$ cat src/hdl/frt_pkg.sv
package frt_pkg;
    // ----------------------------------------
    // Widths
    // ----------------------------------------
    localparam int ADDR_W = 8;
    localparam int DATA_W = 32;
    localparam int CNT_W  = 16;
    localparam int PRE_W  = 6;
    localparam int NUM_CH = 2;
    localparam int NUM_EV = 5;

    // ----------------------------------------
    // Register byte addresses
    // ----------------------------------------
    localparam logic [7:0] A_CTRL   = 8'h00;
    localparam logic [7:0] A_COUNT  = 8'h04;
    localparam logic [7:0] A_CMP0   = 8'h08;
    localparam logic [7:0] A_CMP1   = 8'h0C;
    localparam logic [7:0] A_OUT    = 8'h10;
    localparam logic [7:0] A_CAPCTL = 8'h14;
    localparam logic [7:0] A_CAP0   = 8'h18;
    localparam logic [7:0] A_CAP1   = 8'h1C;
    localparam logic [7:0] A_STATUS = 8'h20;
    localparam logic [7:0] A_MASK   = 8'h24;

    // ----------------------------------------
    // Field positions
    // ----------------------------------------
    localparam int CTRL_CKS   = 0;
    localparam int CTRL_CLRM  = 2;
    localparam int CTRL_PAIR  = 3;
    localparam int CTRL_SWCLR = 4;
    localparam int ST_OVF     = 0;
    localparam int ST_CMP0    = 1;
    localparam int ST_CMP1    = 2;
    localparam int ST_CAP0    = 3;

    // ----------------------------------------
    // Codes and reset values
    // ----------------------------------------
    localparam logic [1:0] CKS_DIV4  = 2'b00;
    localparam logic [1:0] CKS_DIV16 = 2'b01;
    localparam logic [1:0] CKS_DIV32 = 2'b10;
    localparam logic [1:0] EDGE_OFF  = 2'b00;
    localparam logic [1:0] EDGE_RISE = 2'b01;
    localparam logic [1:0] EDGE_FALL = 2'b10;
    localparam logic [1:0] EDGE_BOTH = 2'b11;
    localparam logic [15:0] CNT_RST  = 16'h0000;
    localparam logic [15:0] CNT_MAX  = 16'hFFFF;

    // Prescaler bits that must all be set for one count tick
    function automatic logic [5:0] frt_div_mask(input logic [1:0] cks);
        case (cks)
            CKS_DIV4:  frt_div_mask = 6'h03;
            CKS_DIV16: frt_div_mask = 6'h0F;
            CKS_DIV32: frt_div_mask = 6'h1F;
            default:   frt_div_mask = 6'h3F;
        endcase
    endfunction
endpackage

$ cat src/hdl/frt_capture.sv
`timescale 1ns/1ps
module frt_capture (
    // Clock and reset
    input  wire logic                      clk_sys,
    input  wire logic                      rst_b,
    // Pin and settings
    input  wire logic                      cap_in,
    input  wire logic [1:0]                edge_sel,
    input  wire logic [frt_pkg::CNT_W-1:0] count,
    // Result
    output logic      [frt_pkg::CNT_W-1:0] cap_val,
    output logic                           cap_evt
);
    import frt_pkg::*;

    typedef struct packed {
        logic             armed;
        logic             prev;
        logic [CNT_W-1:0] val;
    } frt_cap_type;

    frt_cap_type s;
    frt_cap_type next_s;
    logic        hit;

    // ----------------------------------------
    // Edge detect
    // ----------------------------------------
    // Armed stops the pin level at reset release from posing as an edge
    always_comb begin
        next_s       = s;
        next_s.armed = 1'b1;
        next_s.prev  = cap_in;
        hit = s.armed && (s.prev != cap_in) &&
              ((cap_in && (edge_sel == EDGE_RISE ||
                           edge_sel == EDGE_BOTH)) ||
               (!cap_in && (edge_sel == EDGE_FALL ||
                            edge_sel == EDGE_BOTH)));
        if (hit) begin
            next_s.val = count;
        end
    end

    always_ff @(posedge clk_sys or negedge rst_b) begin
        if (!rst_b) begin
            s <= '0;
        end else begin
            s <= next_s;
        end
    end

    assign cap_val = s.val;
    // Event leaves with the copy so value and flag land on one edge
    assign cap_evt = hit;

    // ----------------------------------------
    // Checks
    // ----------------------------------------
    property p_cap_val;
        @(posedge clk_sys) disable iff (!rst_b)
        hit |=> cap_val == $past(count);
    endproperty
    a_cap_val: assert property (p_cap_val)
        else $error("capture value not the count at the edge");

    property p_cap_hold;
        @(posedge clk_sys) disable iff (!rst_b)
        !hit |=> $stable(cap_val);
    endproperty
    a_cap_hold: assert property (p_cap_hold)
        else $error("capture register changed without an edge");

    property p_cap_rise;
        @(posedge clk_sys) disable iff (!rst_b)
        s.armed && edge_sel == EDGE_RISE && !s.prev && cap_in
        |=> cap_val == $past(count);
    endproperty
    a_cap_rise: assert property (p_cap_rise)
        else $error("rising edge not captured");

    c_cap_both: cover property (@(posedge clk_sys) disable iff (!rst_b)
        edge_sel == EDGE_BOTH && cap_evt ##[1:20] cap_evt);
endmodule

$ cat src/hdl/frt_top.sv
`timescale 1ns/1ps
// How it works
// - 16-bit up counter runs freely on ticks
// - Tick is clock divided by 4/16/32/64
// - Interrupt on overflow and on each compare match
// - Counter cleared by reset, software, compare 0
// - Counter value feeds every compare and capture
// - Match inverts output pin and flags interrupt
// - Two compare channels, own pin and flag
// - Pair mode: either match inverts one pin
// - Software presets each compare output level
// - Valid edge copies counter, flags interrupt
// - Edge select: rising, falling or both
// - Two independent capture channels and settings
module frt_top (
    // Clock and reset
    input  wire logic                       clk_sys,
    input  wire logic                       rst_b,
    // APB slave
    input  wire logic                       psel,
    input  wire logic                       penable,
    input  wire logic                       pwrite,
    input  wire logic [frt_pkg::ADDR_W-1:0] paddr,
    input  wire logic [frt_pkg::DATA_W-1:0] pwdata,
    output logic      [frt_pkg::DATA_W-1:0] prdata,
    output logic                            pready,
    output logic                            pslverr,
    // Capture inputs and compare outputs
    input  wire logic [frt_pkg::NUM_CH-1:0] cap_in,
    output logic      [frt_pkg::NUM_CH-1:0] cmp_out,
    // Interrupt
    output logic                            irq
);
    import frt_pkg::*;

    typedef struct packed {
        logic [PRE_W-1:0]  pre;
        logic [CNT_W-1:0]  cnt;
        logic [CNT_W-1:0]  cmp0;
        logic [CNT_W-1:0]  cmp1;
        logic [1:0]        cks;
        logic              clr_m0;
        logic              pair;
        logic [NUM_CH-1:0] out;
        logic [3:0]        edges;
        logic [NUM_EV-1:0] status;
        logic [NUM_EV-1:0] mask;
        logic [DATA_W-1:0] prdata;
        logic              pready;
        logic              pslverr;
        logic              irq;
    } frt_state_type;

    frt_state_type                s;
    frt_state_type                next_s;
    logic [NUM_CH-1:0][CNT_W-1:0] cap_val;
    logic [NUM_CH-1:0]            cap_evt;
    logic                         tick;
    logic                         m0;
    logic                         m1;
    logic                         ovf;
    logic                         wr_en;
    logic                         wr_swclr;
    logic                         wr_out;
    logic [DATA_W-1:0]            rd;
    logic                         rd_ok;
    logic [NUM_EV-1:0]            ev;
    logic [NUM_EV-1:0]            st_clr;

    // ----------------------------------------
    // Capture channels
    // ----------------------------------------
    // One instance per pin, each with its own edge field
    for (genvar i = 0; i < NUM_CH; i++) begin : g_cap
        frt_capture u_cap (
            .clk_sys  (clk_sys),
            .rst_b    (rst_b),
            .cap_in   (cap_in[i]),
            .edge_sel (s.edges[2*i+1 -: 2]),
            .count    (s.cnt),
            .cap_val  (cap_val[i]),
            .cap_evt  (cap_evt[i])
        );
    end

    // ----------------------------------------
    // Time base events
    // ----------------------------------------
    assign tick = (s.pre & frt_div_mask(s.cks)) ==
                  frt_div_mask(s.cks);
    assign m0   = tick && (s.cnt == s.cmp0);
    assign m1   = tick && (s.cnt == s.cmp1);
    assign ovf  = tick && (s.cnt == CNT_MAX);
    assign ev   = {cap_evt, m1, m0, ovf};

    // ----------------------------------------
    // Bus strobes
    // ----------------------------------------
    // A write lands only at the edge that samples pready high
    assign wr_en    = psel && penable && s.pready && pwrite;
    assign wr_swclr = wr_en && paddr == A_CTRL && pwdata[CTRL_SWCLR];
    assign wr_out   = wr_en && paddr == A_OUT;
    // Only bits shown by the read are cleared, later events survive
    assign st_clr   = (psel && penable && s.pready && !pwrite &&
                       paddr == A_STATUS) ? s.prdata[NUM_EV-1:0]
                                          : '0;

    // ----------------------------------------
    // Read decode
    // ----------------------------------------
    always_comb begin
        rd    = '0;
        rd_ok = 1'b1;
        case (paddr)
            A_CTRL:   rd = {27'h000_0000, 1'b0, s.pair, s.clr_m0,
                            s.cks};
            A_COUNT:  rd = {16'h0000, s.cnt};
            A_CMP0:   rd = {16'h0000, s.cmp0};
            A_CMP1:   rd = {16'h0000, s.cmp1};
            A_OUT:    rd = {30'h0000_0000, s.out};
            A_CAPCTL: rd = {28'h000_0000, s.edges};
            A_CAP0:   rd = {16'h0000, cap_val[0]};
            A_CAP1:   rd = {16'h0000, cap_val[1]};
            A_STATUS: rd = {27'h000_0000, s.status};
            A_MASK:   rd = {27'h000_0000, s.mask};
            default:  rd_ok = 1'b0;
        endcase
    end

    // ----------------------------------------
    // Next state
    // ----------------------------------------
    always_comb begin
        next_s         = s;
        next_s.pre     = s.pre + 6'h01;
        next_s.pready  = 1'b0;
        next_s.pslverr = 1'b0;
        if (tick) begin
            if (m0 && s.clr_m0) begin
                next_s.cnt = CNT_RST;
            end else begin
                next_s.cnt = s.cnt + 16'h0001;
            end
        end
        next_s.out[0] = s.out[0] ^ m0;
        next_s.out[1] = s.out[1] ^ (m1 || (s.pair && m0));
        // Set beats clear when both land together
        next_s.status = (s.status & ~st_clr) | ev;

        // One wait state: answer registered in the first access cycle
        if (psel && penable && !s.pready) begin
            next_s.pready  = 1'b1;
            next_s.prdata  = rd;
            next_s.pslverr = !rd_ok;
        end

        if (wr_en) begin
            case (paddr)
                A_CTRL: begin
                    next_s.cks    = pwdata[CTRL_CKS +: 2];
                    next_s.clr_m0 = pwdata[CTRL_CLRM];
                    next_s.pair   = pwdata[CTRL_PAIR];
                end
                A_CMP0:   next_s.cmp0  = pwdata[CNT_W-1:0];
                A_CMP1:   next_s.cmp1  = pwdata[CNT_W-1:0];
                A_OUT:    next_s.out   = pwdata[NUM_CH-1:0];
                A_CAPCTL: next_s.edges = pwdata[3:0];
                A_MASK:   next_s.mask  = pwdata[NUM_EV-1:0];
                default:  ;
            endcase
        end
        // Software clear overrides a tick in the same cycle
        if (wr_swclr) begin
            next_s.cnt = CNT_RST;
        end
        next_s.irq = |(next_s.status & next_s.mask);
    end

    always_ff @(posedge clk_sys or negedge rst_b) begin
        if (!rst_b) begin
            s <= '0;
        end else begin
            s <= next_s;
        end
    end

    assign prdata  = s.prdata;
    assign pready  = s.pready;
    assign pslverr = s.pslverr;
    assign cmp_out = s.out;
    assign irq     = s.irq;

    // ----------------------------------------
    // Checks
    // ----------------------------------------
    property p_count_up;
        @(posedge clk_sys) disable iff (!rst_b)
        tick && !(m0 && s.clr_m0) && !wr_swclr
        |=> s.cnt == $past(s.cnt) + 16'h0001;
    endproperty
    a_count_up: assert property (p_count_up)
        else $error("counter did not step on tick");

    property p_count_hold;
        @(posedge clk_sys) disable iff (!rst_b)
        !tick && !wr_swclr |=> $stable(s.cnt);
    endproperty
    a_count_hold: assert property (p_count_hold)
        else $error("counter moved without tick");

    property p_div4;
        @(posedge clk_sys) disable iff (!rst_b)
        tick && s.cks == CKS_DIV4 && !wr_en
        |=> !tick [*3] ##1 (tick || s.cks != CKS_DIV4);
    endproperty
    a_div4: assert property (p_div4)
        else $error("divide by four tick spacing wrong");

    property p_ovf;
        @(posedge clk_sys) disable iff (!rst_b)
        ovf |=> s.cnt == CNT_RST && s.status[ST_OVF];
    endproperty
    a_ovf: assert property (p_ovf)
        else $error("overflow did not wrap or flag");

    property p_clr_match;
        @(posedge clk_sys) disable iff (!rst_b)
        m0 && s.clr_m0 |=> s.cnt == CNT_RST && s.status[ST_CMP0];
    endproperty
    a_clr_match: assert property (p_clr_match)
        else $error("compare 0 match did not clear counter");

    property p_swclr;
        @(posedge clk_sys) disable iff (!rst_b)
        wr_swclr |=> s.cnt == CNT_RST;
    endproperty
    a_swclr: assert property (p_swclr)
        else $error("software clear ignored");

    property p_toggle;
        @(posedge clk_sys) disable iff (!rst_b)
        m0 && !wr_out |=> cmp_out[0] != $past(cmp_out[0]);
    endproperty
    a_toggle: assert property (p_toggle)
        else $error("compare 0 output did not invert");

    property p_pair;
        @(posedge clk_sys) disable iff (!rst_b)
        s.pair && m0 && !m1 && !wr_out
        |=> cmp_out[1] != $past(cmp_out[1]);
    endproperty
    a_pair: assert property (p_pair)
        else $error("paired output did not invert");

    property p_preset;
        @(posedge clk_sys) disable iff (!rst_b)
        wr_out |=> cmp_out == $past(pwdata[NUM_CH-1:0]);
    endproperty
    a_preset: assert property (p_preset)
        else $error("output preset not applied");

    property p_irq;
        @(posedge clk_sys) disable iff (!rst_b)
        irq == |(s.status & s.mask);
    endproperty
    a_irq: assert property (p_irq)
        else $error("interrupt does not follow status and mask");

    property p_ready;
        @(posedge clk_sys) disable iff (!rst_b)
        psel && penable && !pready |=> pready ##1 !pready;
    endproperty
    a_ready: assert property (p_ready)
        else $error("bus answer not one wait state");

    property p_m1;
        @(posedge clk_sys) disable iff (!rst_b)
        m1 && !wr_out |=> cmp_out[1] != $past(cmp_out[1]);
    endproperty
    a_m1: assert property (p_m1)
        else $error("compare 1 output did not invert");

    property p_irq_evt;
        @(posedge clk_sys) disable iff (!rst_b)
        (|(ev & s.mask)) && !(wr_en && paddr == A_MASK) |=> irq;
    endproperty
    a_irq_evt: assert property (p_irq_evt)
        else $error("unmasked event raised no interrupt");

    // Bits shown by a status read are gone after it, unless set again
    property p_rd_clear;
        @(posedge clk_sys) disable iff (!rst_b)
        (st_clr & ~ev) != '0
        |=> (s.status & $past(st_clr & ~ev)) == '0;
    endproperty
    a_rd_clear: assert property (p_rd_clear)
        else $error("status read did not clear its bits");

    property p_slverr;
        @(posedge clk_sys) disable iff (!rst_b)
        pslverr |-> pready && prdata == 32'h0000_0000;
    endproperty
    a_slverr: assert property (p_slverr)
        else $error("error answer without ready or with data");

    c_ovf: cover property (@(posedge clk_sys) disable iff (!rst_b)
        ovf);
    c_pair: cover property (@(posedge clk_sys) disable iff (!rst_b)
        s.pair && m0 ##[1:200] m1);
    c_clrm: cover property (@(posedge clk_sys) disable iff (!rst_b)
        m0 && s.clr_m0 ##[1:400] m0);
endmodule

$ cat config.mk
export PLATFORM = sky130hd
export DESIGN_NAME = frt_top
export DESIGN_NICKNAME = d
export VERILOG_FILES = /design/src/hdl/frt_pkg.sv /design/src/hdl/frt_capture.sv /design/src/hdl/frt_top.sv
export SDC_FILE = /design/constraint.sdc
export NUM_CORES = 1
export LEC_CHECK = 0
export ABC_AREA = 0
export BUFFER_PORTS_ARGS = -buffer_cell sky130_fd_sc_hd__buf_2
export CELL_PAD_IN_SITES_DETAIL_PLACEMENT = 1
export CELL_PAD_IN_SITES_GLOBAL_PLACEMENT = 1
export CORE_ASPECT_RATIO = 1.2
export CORE_UTILIZATION = 47
export DETAILED_ROUTE_END_ITERATION = 6
export PLACE_DENSITY = 0.81
export SYNTH_ARGS = -nofsm -noshare
export SYNTH_HDL_FRONTEND = slang
export SYNTH_SLANG_ARGS = --single-unit
$ cat constraint.sdc
create_clock -name clk_sys -period 2.1 [get_ports clk_sys]
set_input_delay 0.105 -clock clk_sys [delete_from_list [all_inputs] [get_ports clk_sys]]
set_output_delay 0.105 -clock clk_sys [all_outputs]
set_load 0.02 [all_outputs]
==> results of run 1 <==
## per-stage QoR
step	hold slack (ns)	cells	cell area [sq um]	utilization, %
floorplan	-0.191	639	6930	-
global placement	0.119	858	7540	52.5
detailed placement	0.132	858	7540	52.5
CTS	0.00782	906	8300	57.8
global route	0.00928	909	8350	58.1
finish	0.00843	909	8350	58.1
## synthesized netlist by cell type (3+ instances only)
master                        n  area share, %
sky130_fd_sc_hd__xor2_1      33            4.2
sky130_fd_sc_hd__o2bb2ai_1    3           0.38
sky130_fd_sc_hd__o211ai_1     4           0.44
sky130_fd_sc_hd__or3_1        9           0.82
sky130_fd_sc_hd__nand4_1     13            1.2
sky130_fd_sc_hd__o31ai_1      6           0.65
sky130_fd_sc_hd__or4_1        6           0.65
sky130_fd_sc_hd__inv_1       13           0.71
sky130_fd_sc_hd__and4_1       3           0.38
sky130_fd_sc_hd__buf_4       35            3.8
sky130_fd_sc_hd__a22o_1      18            2.3
sky130_fd_sc_hd__clkbuf_1    26            1.4
sky130_fd_sc_hd__a222oi_1    12            1.7
sky130_fd_sc_hd__and3_1       9           0.82
sky130_fd_sc_hd__or4b_1       3           0.44
sky130_fd_sc_hd__a21oi_1     15            1.1
sky130_fd_sc_hd__nor2_1      10           0.55
sky130_fd_sc_hd__and2_1       5           0.45
sky130_fd_sc_hd__o21ai_0     14            1.0
sky130_fd_sc_hd__nor3_1       8           0.58
sky130_fd_sc_hd__nand3_1     20            1.5
sky130_fd_sc_hd__a22oi_1      7           0.76
sky130_fd_sc_hd__nand2_1     46            2.5
sky130_fd_sc_hd__nand4b_1     3           0.38
sky130_fd_sc_hd__dfrtp_1    128             47
sky130_fd_sc_hd__nor3b_1      4           0.44
sky130_fd_sc_hd__nor4_1      11            1.0
sky130_fd_sc_hd__mux2_1      27            4.4
sky130_fd_sc_hd__xnor2_1      5           0.64
sky130_fd_sc_hd__mux2_2      62             10
sky130_fd_sc_hd__buf_2       14            1.0
## per-layer routing
metal  wire length, um  track usage, %  part of all wire (%)  vias to the layer above
li1                  -               -                     -                     2444
met1              8770            35.6                    37                     2966
met2             12300            56.5                    53                      211
met3              1160            6.46                   4.9                       79
met4              1170            19.3                   5.0                        0
met5                 0               0                     0                        -
## critical path, cell delays in order, from the launching register on
cell and delay [ns]:
sky130_fd_sc_hd__dfrtp_1 0.38, sky130_fd_sc_hd__buf_4 0.19, sky130_fd_sc_hd__and4_1 0.27, sky130_fd_sc_hd__nand3_1 0.26, sky130_fd_sc_hd__nor4_1 0.64, sky130_fd_sc_hd__xnor2_1 0.19, sky130_fd_sc_hd__nor2_1 0.07
## path summary, 6_finish.rpt
check	startpoint	to	slack (ns)	cells after the start
worst max-delay path	s[91]$_DFFE_PN0P_	s[101]$_DFFE_PN0P_	-0.03	6
worst min-delay path	pwdata[0]	cmp_out[0]$_DFF_PN0_	0.008	3
worst max register to register	s[91]$_DFFE_PN0P_	s[101]$_DFFE_PN0P_	-0.03	6
worst min register to register	s[108]$_DFF_PN0_	s[108]$_DFF_PN0_	0.47	1
max in group asynchronous	rst_b	g_cap[0].u_cap.cap_val[13]$_DFFE_PN0P_	1.04	3
min in group asynchronous	rst_b	g_cap[1].u_cap.s[17]$_DFF_PN0_	0.22	2
## registers in the layout, indices dropped and copies added, names as in the netlist
name	cells
s	72
pslverr	1
pready	1
irq	1
g_cap.u_cap.cap_val	32
prdata	16
cmp_out	2
g_cap.u_cap.s	3
## power by group through the flow
stage          Clock, mW  Sequential [mW]  Combinational [mW]
6_report            2.88             2.53               0.529
5_1_grt             3.00             2.53               0.568
4_1_cts             2.89             2.53               0.516
3_5_place_dp           0             2.57               0.483
3_3_place_gp           0             2.57               0.469
2_1_floorplan          0             2.56               0.250
## layout by cell type (no fill, tap or decap), types with 4 or more instances in the layout
cell type                       netlist  final
sky130_fd_sc_hd__mux2_2              62     62
sky130_fd_sc_hd__clkinv_2             0      4
sky130_fd_sc_hd__buf_2               14     51
sky130_fd_sc_hd__nor3b_1              4      4
sky130_fd_sc_hd__clkinvlp_4           0      6
sky130_fd_sc_hd__o21ai_0             14     14
sky130_fd_sc_hd__nor4_2               1      5
sky130_fd_sc_hd__nand2_1             46     46
sky130_fd_sc_hd__inv_1               13     13
sky130_fd_sc_hd__a22o_1              18     18
sky130_fd_sc_hd__nand3_1             20     20
sky130_fd_sc_hd__a22oi_1              7      7
sky130_fd_sc_hd__o31ai_1              6      6
sky130_fd_sc_hd__xnor2_1              5      5
sky130_fd_sc_hd__nor4_1              11      7
sky130_fd_sc_hd__nor2_1              10     10
sky130_fd_sc_hd__dlygate4sd3_1        0     15
sky130_fd_sc_hd__or3_1                9      9
sky130_fd_sc_hd__nand4_1             13     13
sky130_fd_sc_hd__a222oi_1            12     12
sky130_fd_sc_hd__nor3_1               8      8
sky130_fd_sc_hd__buf_12               0      4
sky130_fd_sc_hd__mux2_1              27     27
sky130_fd_sc_hd__buf_4               35     68
sky130_fd_sc_hd__o211ai_1             4      4
sky130_fd_sc_hd__clkbuf_16            0     17
sky130_fd_sc_hd__and3_1               9      9
sky130_fd_sc_hd__xor2_1              33     33
sky130_fd_sc_hd__and2_1               5      5
sky130_fd_sc_hd__dfrtp_1            128    128
sky130_fd_sc_hd__a21oi_1             15     15
sky130_fd_sc_hd__conb_1               2     17
sky130_fd_sc_hd__or4_1                6      6
## logic make-up (layout without fill, tap and decap cells)
logic type                 Yosys count  in the layout
AOI/OAI and AO/OA                  107            107
and+or+nand+nor                    167            167
xor gates and xnor gates            38             38
muxes                               90             90
buffers and inverters               90            185
adders and majority gates            2              2
other                                2             17
DFF                                128            128
## cell type report
class	instances	area, sq um	share of cell area [%]
clock buffer	17	425	5.10
tap	175	219	2.62
sequential	128	3200	38.4
multi-input combinational	421	3280	39.3
clock inverter	14	143	1.71
timing repair buffer	141	1030	12.3
inverter	13	48.8	0.585
## timing repair
action,CTS,global route
resized for setup,3,6
hold buffers,15,0
endpoints found under the setup margin,14,3
pin swaps,1,2
endpoints found under the hold margin,62,0
buffers inserted,2,2
cloned,0,1
==> flow_summary.html, run 1 <==
<table>
<tr><th>Metric</th><th>Value</th></tr>
<tr><th colspan="2">Routing</th></tr>
<tr><td>Detailed-routing iteration count for the pre-antenna-repair pass</td><td>6</td></tr>
<tr><td>DRC violation total after the first TritonRoute iteration</td><td>approximately 400</td></tr>
<tr><td>Detailed-route wire length per cell</td><td>25.8 um</td></tr>
<tr><td>Remaining antenna violation count after routing</td><td>0</td></tr>
<tr><td>Vias after detailed routing</td><td>5700</td></tr>
<tr><td>DRC viols</td><td>0</td></tr>
<tr><td>Post-detailed-routing wire length</td><td>23400 um</td></tr>
<tr><td>Via-to-Cell Ratio</td><td>6.27</td></tr>
<tr><th colspan="2">Cells and area</th></tr>
<tr><td>Total inserted antenna cells</td><td>0</td></tr>
<tr><td>Filler Cell Count</td><td>around 1500</td></tr>
<tr><td>Area growth from synthesis to layout</td><td>21.3%</td></tr>
<tr><td>Net count, final</td><td>771</td></tr>
<tr><td>Fraction of final layout cells with drive strength greater than 1</td><td>~33%</td></tr>
<tr><th colspan="2">STA</th></tr>
<tr><td>Largest clock skew in the final design</td><td>0.00764 ns</td></tr>
<tr><td>Number of max-slew violations in the final report</td><td>0</td></tr>
<tr><td>Final min period</td><td>2.13 ns</td></tr>
<tr><td>Final total negative setup slack</td><td>-0.0445 ns</td></tr>
<tr><td>Slew of the pin with the lowest slew margin</td><td>0.663 ns</td></tr>
<tr><td>Highest attainable clock frequency</td><td>0.470 GHz</td></tr>
<tr><td>RSZ-0062 raised after global routing</td><td>yes</td></tr>
<tr><td>Final setup violation count</td><td>2</td></tr>
<tr><td>Crit share post-route</td><td>101%</td></tr>
<tr><td>Hold violation count in the final report</td><td>0</td></tr>
<tr><td>Worst slew margin</td><td>55.4%</td></tr>
<tr><td>Slack of the critical path</td><td>-0.0277 ns</td></tr>
<tr><th colspan="2">Power and ir drop</th></tr>
<tr><td>IR Drop Worst-Case VDD</td><td>512 uV</td></tr>
<tr><td>Clock power share</td><td>48.5%</td></tr>
<tr><td>Sequential power share</td><td>between 40% and 50%</td></tr>
<tr><td>Internal cell power</td><td>approximately 4.4 mW</td></tr>
<tr><td>Net Switching</td><td>1.52 mW</td></tr>
<tr><td>LEAKAGE</td><td>4.19 nW</td></tr>
<tr><td>Combinational Power Share</td><td>8.9%</td></tr>
<tr><td>Total Power</td><td>5.94 mW</td></tr>
<tr><td>Sw Ratio</td><td>25.7%</td></tr>
<tr><td>Power per Cell Area</td><td>711 nW/um^2</td></tr>
<tr><th colspan="2">CTS</th></tr>
<tr><td>Total clock sinks</td><td>128</td></tr>
<tr><td>Root buffer cell</td><td>sky130_fd_sc_hd__clkbuf_16</td></tr>
<tr><td>Number of H-tree branching levels</td><td>4</td></tr>
<tr><td>Clock Pin Slew Worst Setup and Hold Paths</td><td>0.06 ns</td></tr>
<tr><td>TritonCTS clock tree</td><td>yes</td></tr>
<tr><td>Deepest clock path buffer count</td><td>2</td></tr>
<tr><td>Clock latency at the later pin of the worst-skew pair</td><td>0.43 ns</td></tr>
<tr><td>Num CTS Buffers</td><td>17</td></tr>
<tr><th colspan="2">Synth</th></tr>
<tr><td>#FFs+latches synth</td><td>128</td></tr>
<tr><td>Post-synthesis simple-gate area fraction</td><td>between 10 and 15%</td></tr>
<tr><td>Async set-or-reset flop fraction in the synthesized netlist</td><td>100%</td></tr>
<tr><td>Adder and majority cell fraction of the synthesized area</td><td>0.364%</td></tr>
<tr><td>Syn avg cell area</td><td>11.0 sq um</td></tr>
<tr><td>Cell variety after synth</td><td>68</td></tr>
<tr><td>Post-synth EDFFs</td><td>0</td></tr>
<tr><td>Area fraction in compound gates after synthesis</td><td>12.2%</td></tr>
<tr><td>Part of the Yosys area used for sequential elements</td><td>46.6%</td></tr>
<tr><td>Cells after synthesis</td><td>624</td></tr>
<tr><td>Post-Synthesis Cell Area</td><td>6880 sq um</td></tr>
<tr><td>Xor and xnor area share after synthesis</td><td>4.84%</td></tr>
<tr><td>Predominant post-synthesis flop cell</td><td>sky130_fd_sc_hd__dfrtp_1</td></tr>
<tr><td>Number of warnings issued by yosys</td><td>0</td></tr>
<tr><td>Multiplexer share of the synthesized area</td><td>14.7%</td></tr>
<tr><td>Largest family of logic cells by synthesized area</td><td>multiplexers</td></tr>
<tr><th colspan="2">Floorplanning</th></tr>
<tr><td>IO Count</td><td>84</td></tr>
<tr><td>X dimension of the die</td><td>around 110 um</td></tr>
<tr><td>Standard-cell rows</td><td>48</td></tr>
<tr><td>Die ar.</td><td>15100 sq um</td></tr>
<tr><td>Initial core utilization</td><td>between 40% and 50%</td></tr>
<tr><td>Height of the chip</td><td>approximately 130 um</td></tr>
<tr><td>Area of the placeable core</td><td>roughly 14000 sq um</td></tr>
<tr><th colspan="2">Placement</th></tr>
<tr><td>Buffers on Ports</td><td>51</td></tr>
<tr><td>Pre-CTS setup slack</td><td>-0.387 ns</td></tr>
<tr><td>DP HPWL</td><td>15800 um</td></tr>
<tr><td>Last weighted congestion value of the routability-driven placer</td><td>slightly below 0.9</td></tr>
<tr><th colspan="2">Setup path</th></tr>
<tr><td>Top fanout value on the critical path</td><td>9</td></tr>
<tr><td>Crit path DAT</td><td>2.44 ns</td></tr>
<tr><td>Endpoint type of the worst setup path</td><td>flip-flop</td></tr>
<tr><td>Required time of the critical path</td><td>2.41 ns</td></tr>
<tr><td>Worst Setup Path Type</td><td>reg -&gt; reg</td></tr>
<tr><td>Critical Path Source Type</td><td>flip-flop</td></tr>
<tr><th colspan="2">Global routing</th></tr>
<tr><td>Gr ovfl total</td><td>0</td></tr>
<tr><td>Number of global-route vias before repair</td><td>6157</td></tr>
<tr><td>Largest net degree at the start of global routing</td><td>62</td></tr>
<tr><td>First-pass GRT wire length</td><td>35500 um</td></tr>
<tr><td>GR Util All Layers</td><td>31.9%</td></tr>
<tr><td>Number of antenna violations at the first check in global routing</td><td>0</td></tr>
<tr><th colspan="2">Min path</th></tr>
<tr><td>Min-Delay Path Class</td><td>in -&gt; reg</td></tr>
<tr><th colspan="2">Flow run</th></tr>
<tr><td>Count of maximum capacitance violations</td><td>0</td></tr>
<tr><th colspan="2">Run status</th></tr>
<tr><td>Status</td><td>complete, but fails checks</td></tr>
<tr><td>Violations in the final reports</td><td>setup timing</td></tr>
</table>
(Power assumes the default switching activity.)
==> run 2, diff against run 1 <==
==> constraint.sdc (replaced) <==
create_clock -name clk_sys -period 2.1 [get_ports clk_sys]
set_input_delay 0.315 -clock clk_sys [delete_from_list [all_inputs] [get_ports clk_sys]]
set_output_delay 0.315 -clock clk_sys [all_outputs]
set_load 0.02 [all_outputs]
==> run 2 against run 1 <==
The run still ends with setup timing left. Non-clock buffer count down 5. Maximum frequency up 0.93%. Final area down 0.72%. Sequential share of layout area up 0.28 points. Power up 1.3%. Setup slack better by 0.020 ns. Clock power up 1%. Clock skew up 0.0016 ns. Core utilization down 0.42 points. Via count up 1.6%. Die area unchanged. Largest cell class unchanged.
==> flow_summary.html, run 2 (synthesis gave the netlist of run 1 again) <==
<table>
<tr><th>Metric</th><th>Value</th></tr>
<tr><th colspan="2">Placement</th></tr>
<tr><td>Buffers on Ports</td><td>51</td></tr>
<tr><td>DP HPWL</td><td>roughly 16000 um</td></tr>
<tr><td>Last weighted congestion value of the routability-driven placer</td><td>0.912</td></tr>
<tr><td>DP Area</td><td>7640 sq um</td></tr>
<tr><th colspan="2">Routing</th></tr>
<tr><td>Post-detailed-routing wire length</td><td>~24000 um</td></tr>
<tr><td>DRC viols</td><td>0</td></tr>
<tr><td>Detailed-routing iteration count for the pre-antenna-repair pass</td><td>6</td></tr>
<tr><td>Detailed-route wire length per cell</td><td>26.9 um</td></tr>
<tr><td>Vias after detailed routing</td><td>5794</td></tr>
<tr><td>DRC violation total after the first TritonRoute iteration</td><td>520</td></tr>
<tr><td>Via-to-Cell Ratio</td><td>6.40</td></tr>
<tr><td>Remaining antenna violation count after routing</td><td>0</td></tr>
<tr><th colspan="2">Global routing</th></tr>
<tr><td>Largest net degree at the start of global routing</td><td>47</td></tr>
<tr><td>GR Util All Layers</td><td>between 30% and 40%</td></tr>
<tr><td>Number of antenna violations at the first check in global routing</td><td>0</td></tr>
<tr><td>Number of global-route vias before repair</td><td>6426</td></tr>
<tr><td>First-pass GRT wire length</td><td>37700 um</td></tr>
<tr><td>Gr ovfl total</td><td>0</td></tr>
<tr><th colspan="2">CTS</th></tr>
<tr><td>Number of H-tree branching levels</td><td>4</td></tr>
<tr><td>Clock latency at the later pin of the worst-skew pair</td><td>roughly 0.44 ns</td></tr>
<tr><td>Deepest clock path buffer count</td><td>2</td></tr>
<tr><td>Root buffer cell</td><td>sky130_fd_sc_hd__clkbuf_16</td></tr>
<tr><td>Total clock sinks</td><td>128</td></tr>
<tr><td>TritonCTS clock tree</td><td>yes</td></tr>
<tr><td>Clock Pin Slew Worst Setup and Hold Paths</td><td>0.06 ns</td></tr>
<tr><td>Num CTS Buffers</td><td>17</td></tr>
<tr><th colspan="2">Floorplanning</th></tr>
<tr><td>IO Count</td><td>84</td></tr>
<tr><td>Initial core utilization</td><td>47.9%</td></tr>
<tr><td>X dimension of the die</td><td>~110 um</td></tr>
<tr><td>Area of the placeable core</td><td>14400 sq um</td></tr>
<tr><td>Die ar.</td><td>15100 sq um</td></tr>
<tr><td>Standard-cell rows</td><td>48</td></tr>
<tr><td>Height of the chip</td><td>135 um</td></tr>
<tr><th colspan="2">Power and ir drop</th></tr>
<tr><td>IR Drop Worst-Case VDD</td><td>703 uV</td></tr>
<tr><td>Total Power</td><td>6.01 mW</td></tr>
<tr><td>Power per Cell Area</td><td>725 nW/um^2</td></tr>
<tr><td>LEAKAGE</td><td>4.19 nW</td></tr>
<tr><th colspan="2">Setup path</th></tr>
<tr><td>Critical Path Start</td><td>s[83]$_DFFE_PN0P_</td></tr>
<tr><td>Reg-to-reg setup timing slack</td><td>-0.008 ns</td></tr>
<tr><td>Depth of the most critical reg-to-reg path</td><td>6</td></tr>
<tr><td>R2r startpoint</td><td>s[83]$_DFFE_PN0P_</td></tr>
<tr><td>Required time of the critical path</td><td>2.47 ns</td></tr>
<tr><td>Reg2reg end</td><td>cmp_out[0]$_DFF_PN0_</td></tr>
<tr><td>Top fanout value on the critical path</td><td>10</td></tr>
<tr><td>Endpoint type of the worst setup path</td><td>flip-flop</td></tr>
<tr><td>Crit path DAT</td><td>between 2 and 2.5 ns</td></tr>
<tr><td>Critical Path Source Type</td><td>flip-flop</td></tr>
<tr><td>Worst Setup Path Type</td><td>reg -&gt; reg</td></tr>
<tr><th colspan="2">Min path</th></tr>
<tr><td>Min-Delay Path Class</td><td>in -&gt; reg</td></tr>
<tr><td>Worst min-delay path endpoint</td><td>g_cap[0].u_cap.s[16]$_DFF_PN0_</td></tr>
<tr><td>Count of cells along the worst hold path</td><td>1</td></tr>
<tr><td>Hold Startpoint</td><td>cap_in[0]</td></tr>
<tr><th colspan="2">STA</th></tr>
<tr><td>Final total negative setup slack</td><td>-0.00803 ns</td></tr>
<tr><td>RSZ-0062 raised after global routing</td><td>yes</td></tr>
<tr><td>Final min period</td><td>about 2.1 ns</td></tr>
<tr><td>Slew of the pin with the lowest slew margin</td><td>0.584 ns</td></tr>
<tr><td>Final setup violation count</td><td>1</td></tr>
<tr><td>Largest clock skew in the final design</td><td>0.00925 ns</td></tr>
<tr><td>Number of max-slew violations in the final report</td><td>0</td></tr>
<tr><td>Worst slew margin</td><td>61.1%</td></tr>
<tr><td>Crit share post-route</td><td>100%</td></tr>
<tr><td>Slack of the critical path</td><td>-0.00803 ns</td></tr>
<tr><td>Hold violation count in the final report</td><td>0</td></tr>
<tr><td>Highest attainable clock frequency</td><td>0.474 GHz</td></tr>
<tr><th colspan="2">Cells and area</th></tr>
<tr><td>Register cell area after layout</td><td>3200 sq um</td></tr>
<tr><td>Most frequent standard cell in the layout excluding fill and tap cells</td><td>sky130_fd_sc_hd__dfrtp_1</td></tr>
<tr><td>Largest Register</td><td>s</td></tr>
<tr><td>Most used cells in the layout excluding fill and tap cells</td><td>128 x sky130_fd_sc_hd__dfrtp_1, 80 x sky130_fd_sc_hd__buf_4, 62 x sky130_fd_sc_hd__mux2_2</td></tr>
<tr><td>Flip-flop count of the largest register, all copies and words added</td><td>72</td></tr>
<tr><td>Area growth from synthesis to layout</td><td>20.5%</td></tr>
<tr><td>Total inserted antenna cells</td><td>0</td></tr>
<tr><td>Net count, final</td><td>about 770</td></tr>
<tr><td>Multi-input combinational cell area</td><td>3280 sq um</td></tr>
<tr><td>Final design instance area without fill</td><td>8290 sq um</td></tr>
<tr><td>Fraction of final layout cells with drive strength greater than 1</td><td>34.0%</td></tr>
<tr><td>Filler Cell Count</td><td>about 1500</td></tr>
<tr><th colspan="2">Run status</th></tr>
<tr><td>Status</td><td>complete, but fails checks</td></tr>
<tr><td>Violations in the final reports</td><td>setup timing</td></tr>
<tr><th colspan="2">Flow run</th></tr>
<tr><td>Count of maximum capacitance violations</td><td>0</td></tr>
</table>
run 2: layer usage:
layer | vias to the layer above | wire length (um) | part of all wire [%] | global-route usage, %
li1 | 2447 | - | - | -
met1 | 2965 | 8910 | 37 | 37.1
met2 | 264 | 12700 | 52 | 60.0
met3 | 118 | 1200 | 4.9 | 7.05
met4 | 0 | 1560 | 6.4 | 23.8
met5 | - | 0 | 0 | 0
run 2: per-stage QoR:
| step | hold slack, ns | worst slack (ns) | instances | util, % |
|---|---|---|---|---|
| after global routing | 0.00989 | -0.0144 | 905 | 57.7 |
| final | 0.0138 | -0.00803 | 905 | 57.7 |
| after floorplan | 0.0194 | 0.240 | 639 | - |
| after detailed placement | 0.348 | -0.191 | 870 | 53.3 |
| after global placement | 0.338 | -0.129 | 870 | 53.3 |
| after CTS | 0.00436 | 0.0216 | 905 | 57.6 |
run 2: worst max path at each step:
stage,endpoint,slack (ns),cells past startpoint
global placement,irq$_DFF_PN0_,-0.13,6
floorplan,s[45]$_DFFE_PN0P_,0.24,4
CTS,irq$_DFF_PN0_,0.02,7
detailed placement,s[100]$_DFFE_PN0P_,-0.19,5
finish,cmp_out[0]$_DFF_PN0_,-0.008,6
global route,cmp_out[0]$_DFF_PN0_,-0.01,6
run 2: final cells by class:
cell class                 count  area share, %
inverter                      13          0.589
clock inverter                14           1.63
multi-input combinational    421           39.6
sequential                   128           38.7
timing repair buffer         136           11.6
clock buffer                  18           5.30
tap                          175           2.64
run 2: power breakdown:
group          switching, mW  leakage, nW  internal [mW]
combinational          0.374         2.19          0.181
clock                   1.25        0.263           1.67
sequential            0.0318         1.73           2.50
run 2: critical path, stage by stage (launching register included):
cell and delay (ns):
sky130_fd_sc_hd__dfrtp_1 0.42, sky130_fd_sc_hd__xor2_1 0.18, sky130_fd_sc_hd__nor4_1 0.38, sky130_fd_sc_hd__nand4_1 0.30, sky130_fd_sc_hd__buf_4 0.28, sky130_fd_sc_hd__or4_1 0.40, sky130_fd_sc_hd__nand3_1 0.09
run 2: repair_timing:
action / 4_1_cts / 5_1_grt
resized for setup: 2 / 4
endpoints found under the hold margin: 38 / 0
hold buffers: 1 / 0
setup buffers: 2 / 0
setup endpoints to repair: 13 / 9
pin swaps: 1 / 2
==> run 3, diff against run 2 <==
ABC_CLOCK_PERIOD_IN_PS = 2100   (was not set)
HOLD_SLACK_MARGIN = 0.03   (was not set)
==> run 3 against run 2 <==
The run still ends with setup timing left. Count of clock-buffer cells in the layout did not move. Combinational power about the same. Final area is 0.24% higher. Sequential share of layout area decreased by 0.093 points. Critical endpoint unchanged. Highest routed layer unchanged.
==> flow_summary.html, run 3 (synthesis gave the netlist of run 1 again) <==
<table>
<tr><th>Metric</th><th>Value</th></tr>
<tr><th colspan="2">Run status</th></tr>
<tr><td>Violations in the final reports</td><td>setup timing</td></tr>
<tr><td>Status</td><td>complete, but fails checks</td></tr>
<tr><th colspan="2">Routing</th></tr>
<tr><td>Post-detailed-routing wire length</td><td>24400 um</td></tr>
<tr><td>Detailed-routing iteration count for the pre-antenna-repair pass</td><td>7</td></tr>
<tr><td>Vias after detailed routing</td><td>around 6000</td></tr>
<tr><td>DRC viols</td><td>0</td></tr>
<tr><td>Top Layer Used</td><td>met4</td></tr>
<tr><td>Via-to-Cell Ratio</td><td>between 6 and 7</td></tr>
<tr><td>Met1 routed wirelength after detailed routing</td><td>8870 um</td></tr>
<tr><td>DRC violation total after the first TritonRoute iteration</td><td>between 500 and 600</td></tr>
<tr><td>Remaining antenna violation count after routing</td><td>0</td></tr>
<tr><td>Met3 routed wirelength</td><td>approximately 1200 um</td></tr>
<tr><td>Metal2 WL</td><td>~13000 um</td></tr>
<tr><td>Detailed-route wire length per cell</td><td>26.9 um</td></tr>
<tr><th colspan="2">Cells and area</th></tr>
<tr><td>Most frequent standard cell in the layout excluding fill and tap cells</td><td>sky130_fd_sc_hd__dfrtp_1</td></tr>
<tr><td>Most used cells in the layout excluding fill and tap cells</td><td>128 x sky130_fd_sc_hd__dfrtp_1, 80 x sky130_fd_sc_hd__buf_4, 62 x sky130_fd_sc_hd__mux2_2</td></tr>
<tr><td>Largest Register</td><td>s</td></tr>
<tr><td>Multi-input combinational cell area</td><td>about 3300 sq um</td></tr>
<tr><td>Fraction of final layout cells with drive strength greater than 1</td><td>33.9%</td></tr>
<tr><td>Filler Cell Count</td><td>1529</td></tr>
<tr><td>Final design instance area without fill</td><td>8310 sq um</td></tr>
<tr><td>Total inserted antenna cells</td><td>0</td></tr>
<tr><td>Flip-flop count of the largest register, all copies and words added</td><td>72</td></tr>
<tr><td>Area growth from synthesis to layout</td><td>20.8%</td></tr>
<tr><td>Net count, final</td><td>768</td></tr>
<tr><td>Register cell area after layout</td><td>3200 sq um</td></tr>
<tr><th colspan="2">CTS</th></tr>
<tr><td>Root buffer cell</td><td>sky130_fd_sc_hd__clkbuf_16</td></tr>
<tr><td>Clock Pin Slew Worst Setup and Hold Paths</td><td>0.07 ns</td></tr>
<tr><td>TritonCTS clock tree</td><td>yes</td></tr>
<tr><td>Clock latency at the later pin of the worst-skew pair</td><td>0.44 ns</td></tr>
<tr><td>Num CTS Buffers</td><td>17</td></tr>
<tr><td>Deepest clock path buffer count</td><td>2</td></tr>
<tr><td>Total clock sinks</td><td>between 100 and 150</td></tr>
<tr><td>Number of H-tree branching levels</td><td>4</td></tr>
<tr><th colspan="2">Setup path</th></tr>
<tr><td>Reg2reg end</td><td>cmp_out[0]$_DFF_PN0_</td></tr>
<tr><td>Critical Path Start</td><td>s[86]$_DFFE_PN0P_</td></tr>
<tr><td>Crit path DAT</td><td>2.51 ns</td></tr>
<tr><td>Required time of the critical path</td><td>2.47 ns</td></tr>
<tr><td>Reg-to-reg setup timing slack</td><td>-0.05 ns</td></tr>
<tr><td>Critical Path Source Type</td><td>flip-flop</td></tr>
<tr><td>Top fanout value on the critical path</td><td>10</td></tr>
<tr><td>Depth of the most critical reg-to-reg path</td><td>6</td></tr>
<tr><td>Endpoint type of the worst setup path</td><td>flip-flop</td></tr>
<tr><td>Worst Setup Path Type</td><td>reg -&gt; reg</td></tr>
<tr><td>R2r startpoint</td><td>s[86]$_DFFE_PN0P_</td></tr>
<tr><th colspan="2">Power and ir drop</th></tr>
<tr><td>Clock power share</td><td>48.6%</td></tr>
<tr><td>Net Switching</td><td>~1.7 mW</td></tr>
<tr><td>Sw Ratio</td><td>27.6%</td></tr>
<tr><td>Power per Cell Area</td><td>between 700 and 800 nW/um^2</td></tr>
<tr><td>LEAKAGE</td><td>4.19 nW</td></tr>
<tr><td>Internal cell power</td><td>4.36 mW</td></tr>
<tr><td>IR Drop Worst-Case VDD</td><td>705 uV</td></tr>
<tr><td>Combinational Power Share</td><td>a little under a tenth</td></tr>
<tr><td>Sequential power share</td><td>42.1%</td></tr>
<tr><th colspan="2">Placement</th></tr>
<tr><td>DP Area</td><td>between 7000 and 8000 sq um</td></tr>
<tr><td>Last weighted congestion value of the routability-driven placer</td><td>0.912</td></tr>
<tr><td>DP HPWL</td><td>16400 um</td></tr>
<tr><td>Buffers on Ports</td><td>51</td></tr>
<tr><th colspan="2">Floorplanning</th></tr>
<tr><td>X dimension of the die</td><td>112 um</td></tr>
<tr><td>Die ar.</td><td>around 15000 sq um</td></tr>
<tr><td>Standard-cell rows</td><td>between 40 and 50</td></tr>
<tr><td>Initial core utilization</td><td>47.9%</td></tr>
<tr><td>Height of the chip</td><td>135 um</td></tr>
<tr><td>Area of the placeable core</td><td>approximately 14000 sq um</td></tr>
<tr><td>IO Count</td><td>84</td></tr>
<tr><th colspan="2">STA</th></tr>
<tr><td>Final min period</td><td>between 2 and 2.5 ns</td></tr>
<tr><td>RSZ-0062 raised after global routing</td><td>yes</td></tr>
<tr><td>Crit share post-route</td><td>102%</td></tr>
<tr><td>Slew of the pin with the lowest slew margin</td><td>0.587 ns</td></tr>
<tr><td>Final Hold Slack</td><td>0.116 ns</td></tr>
<tr><td>Final setup violation count</td><td>2</td></tr>
<tr><td>Hold violation count in the final report</td><td>0</td></tr>
<tr><td>Largest clock skew in the final design</td><td>0.0100 ns</td></tr>
<tr><td>Slack of the critical path</td><td>-0.0456 ns</td></tr>
<tr><td>Worst slew margin</td><td>60.8%</td></tr>
<tr><td>Highest attainable clock frequency</td><td>0.466 GHz</td></tr>
<tr><td>Number of max-slew violations in the final report</td><td>0</td></tr>
<tr><th colspan="2">Min path</th></tr>
<tr><td>Hold Startpoint</td><td>pwdata[12]</td></tr>
<tr><td>Min-Delay Path Class</td><td>in -&gt; reg</td></tr>
<tr><td>Count of cells along the worst hold path</td><td>2</td></tr>
<tr><td>Worst min-delay path endpoint</td><td>s[67]$_DFFE_PN0P_</td></tr>
<tr><th colspan="2">Global routing</th></tr>
<tr><td>Number of antenna violations at the first check in global routing</td><td>0</td></tr>
<tr><td>First-pass GRT wire length</td><td>37700 um</td></tr>
<tr><td>Number of global-route vias before repair</td><td>6444</td></tr>
<tr><td>Gr ovfl total</td><td>0</td></tr>
<tr><td>Largest net degree at the start of global routing</td><td>47</td></tr>
<tr><td>GR Util All Layers</td><td>34.2%</td></tr>
<tr><th colspan="2">Flow run</th></tr>
<tr><td>Count of maximum capacitance violations</td><td>0</td></tr>
</table>
run 3: cell count changes in the layout (fill, tap and decap cells not counted), sizes merged:
cell,delta
dlygate4sd3,+2
run 3: worst max-delay path by stage:
stage | to | slack, ns
after floorplan | s[45]$_DFFE_PN0P_ | 0.24
after global placement | irq$_DFF_PN0_ | -0.13
after detailed placement | s[100]$_DFFE_PN0P_ | -0.19
after CTS | irq$_DFF_PN0_ | 0.02
after global routing | cmp_out[0]$_DFF_PN0_ | -0.01
final | cmp_out[0]$_DFF_PN0_ | -0.05
run 3: power by group through the flow:
stage,combinational (mW),clock (mW),sequential (mW)
2_1_floorplan,0.250,0,2.56
3_3_place_gp,0.476,0,2.57
3_5_place_dp,0.505,0,2.57
4_1_cts,0.534,2.93,2.53
5_1_grt,0.591,3.03,2.53
6_report,0.556,2.93,2.53
run 3: final cells by class:
cell class                 instances  share of cell area, %
multi-input combinational        421                   39.5
sequential                       128                   38.6
timing repair buffer             138                   11.8
clock buffer                      18                   5.29
tap                              175                   2.64
clock inverter                    14                   1.63
inverter                          13                  0.588
run 3: worst max-delay path, stage by stage (launching register included):
cell,delay [ns]
sky130_fd_sc_hd__dfrtp_1,0.41
sky130_fd_sc_hd__xor2_1,0.19
sky130_fd_sc_hd__nor4_1,0.39
sky130_fd_sc_hd__nand4_1,0.31
sky130_fd_sc_hd__buf_4,0.28
sky130_fd_sc_hd__or4_1,0.40
sky130_fd_sc_hd__nand3_1,0.09
run 3: routing by layer:
metal / vias to the layer above / global-route usage, %
li1: 2449 / -
met4: 0 / 23.9
met5: - / 0
met2: 274 / 60.0
met3: 126 / 7.09
met1: 2978 / 37.1
run 3: timing repair:
item / in CTS / in global routing
gates resized for setup: 2 / 4
setup buffers: 2 / 0
hold buffers: 3 / 0
endpoints found under the setup margin: 13 / 9
pin swaps: 1 / 2
hold endpoints to repair: 40 / 0
cloned: 0 / 0
run 3: stage by stage:
stage | setup slack (ns) | power [mW] | util, % | std cells | TNS, ns
CTS | 0.0216 | 5.99 | 57.7 | 907 | 0
finish | -0.0456 | 6.01 | 57.9 | 907 | -0.0529
global placement | -0.129 | 3.04 | 53.3 | 870 | -1.23
detailed placement | -0.191 | 3.08 | 53.3 | 870 | -2.29
floorplan | 0.240 | 2.81 | - | 639 | 0
global route | -0.0144 | 6.15 | 57.9 | 907 | -0.0207
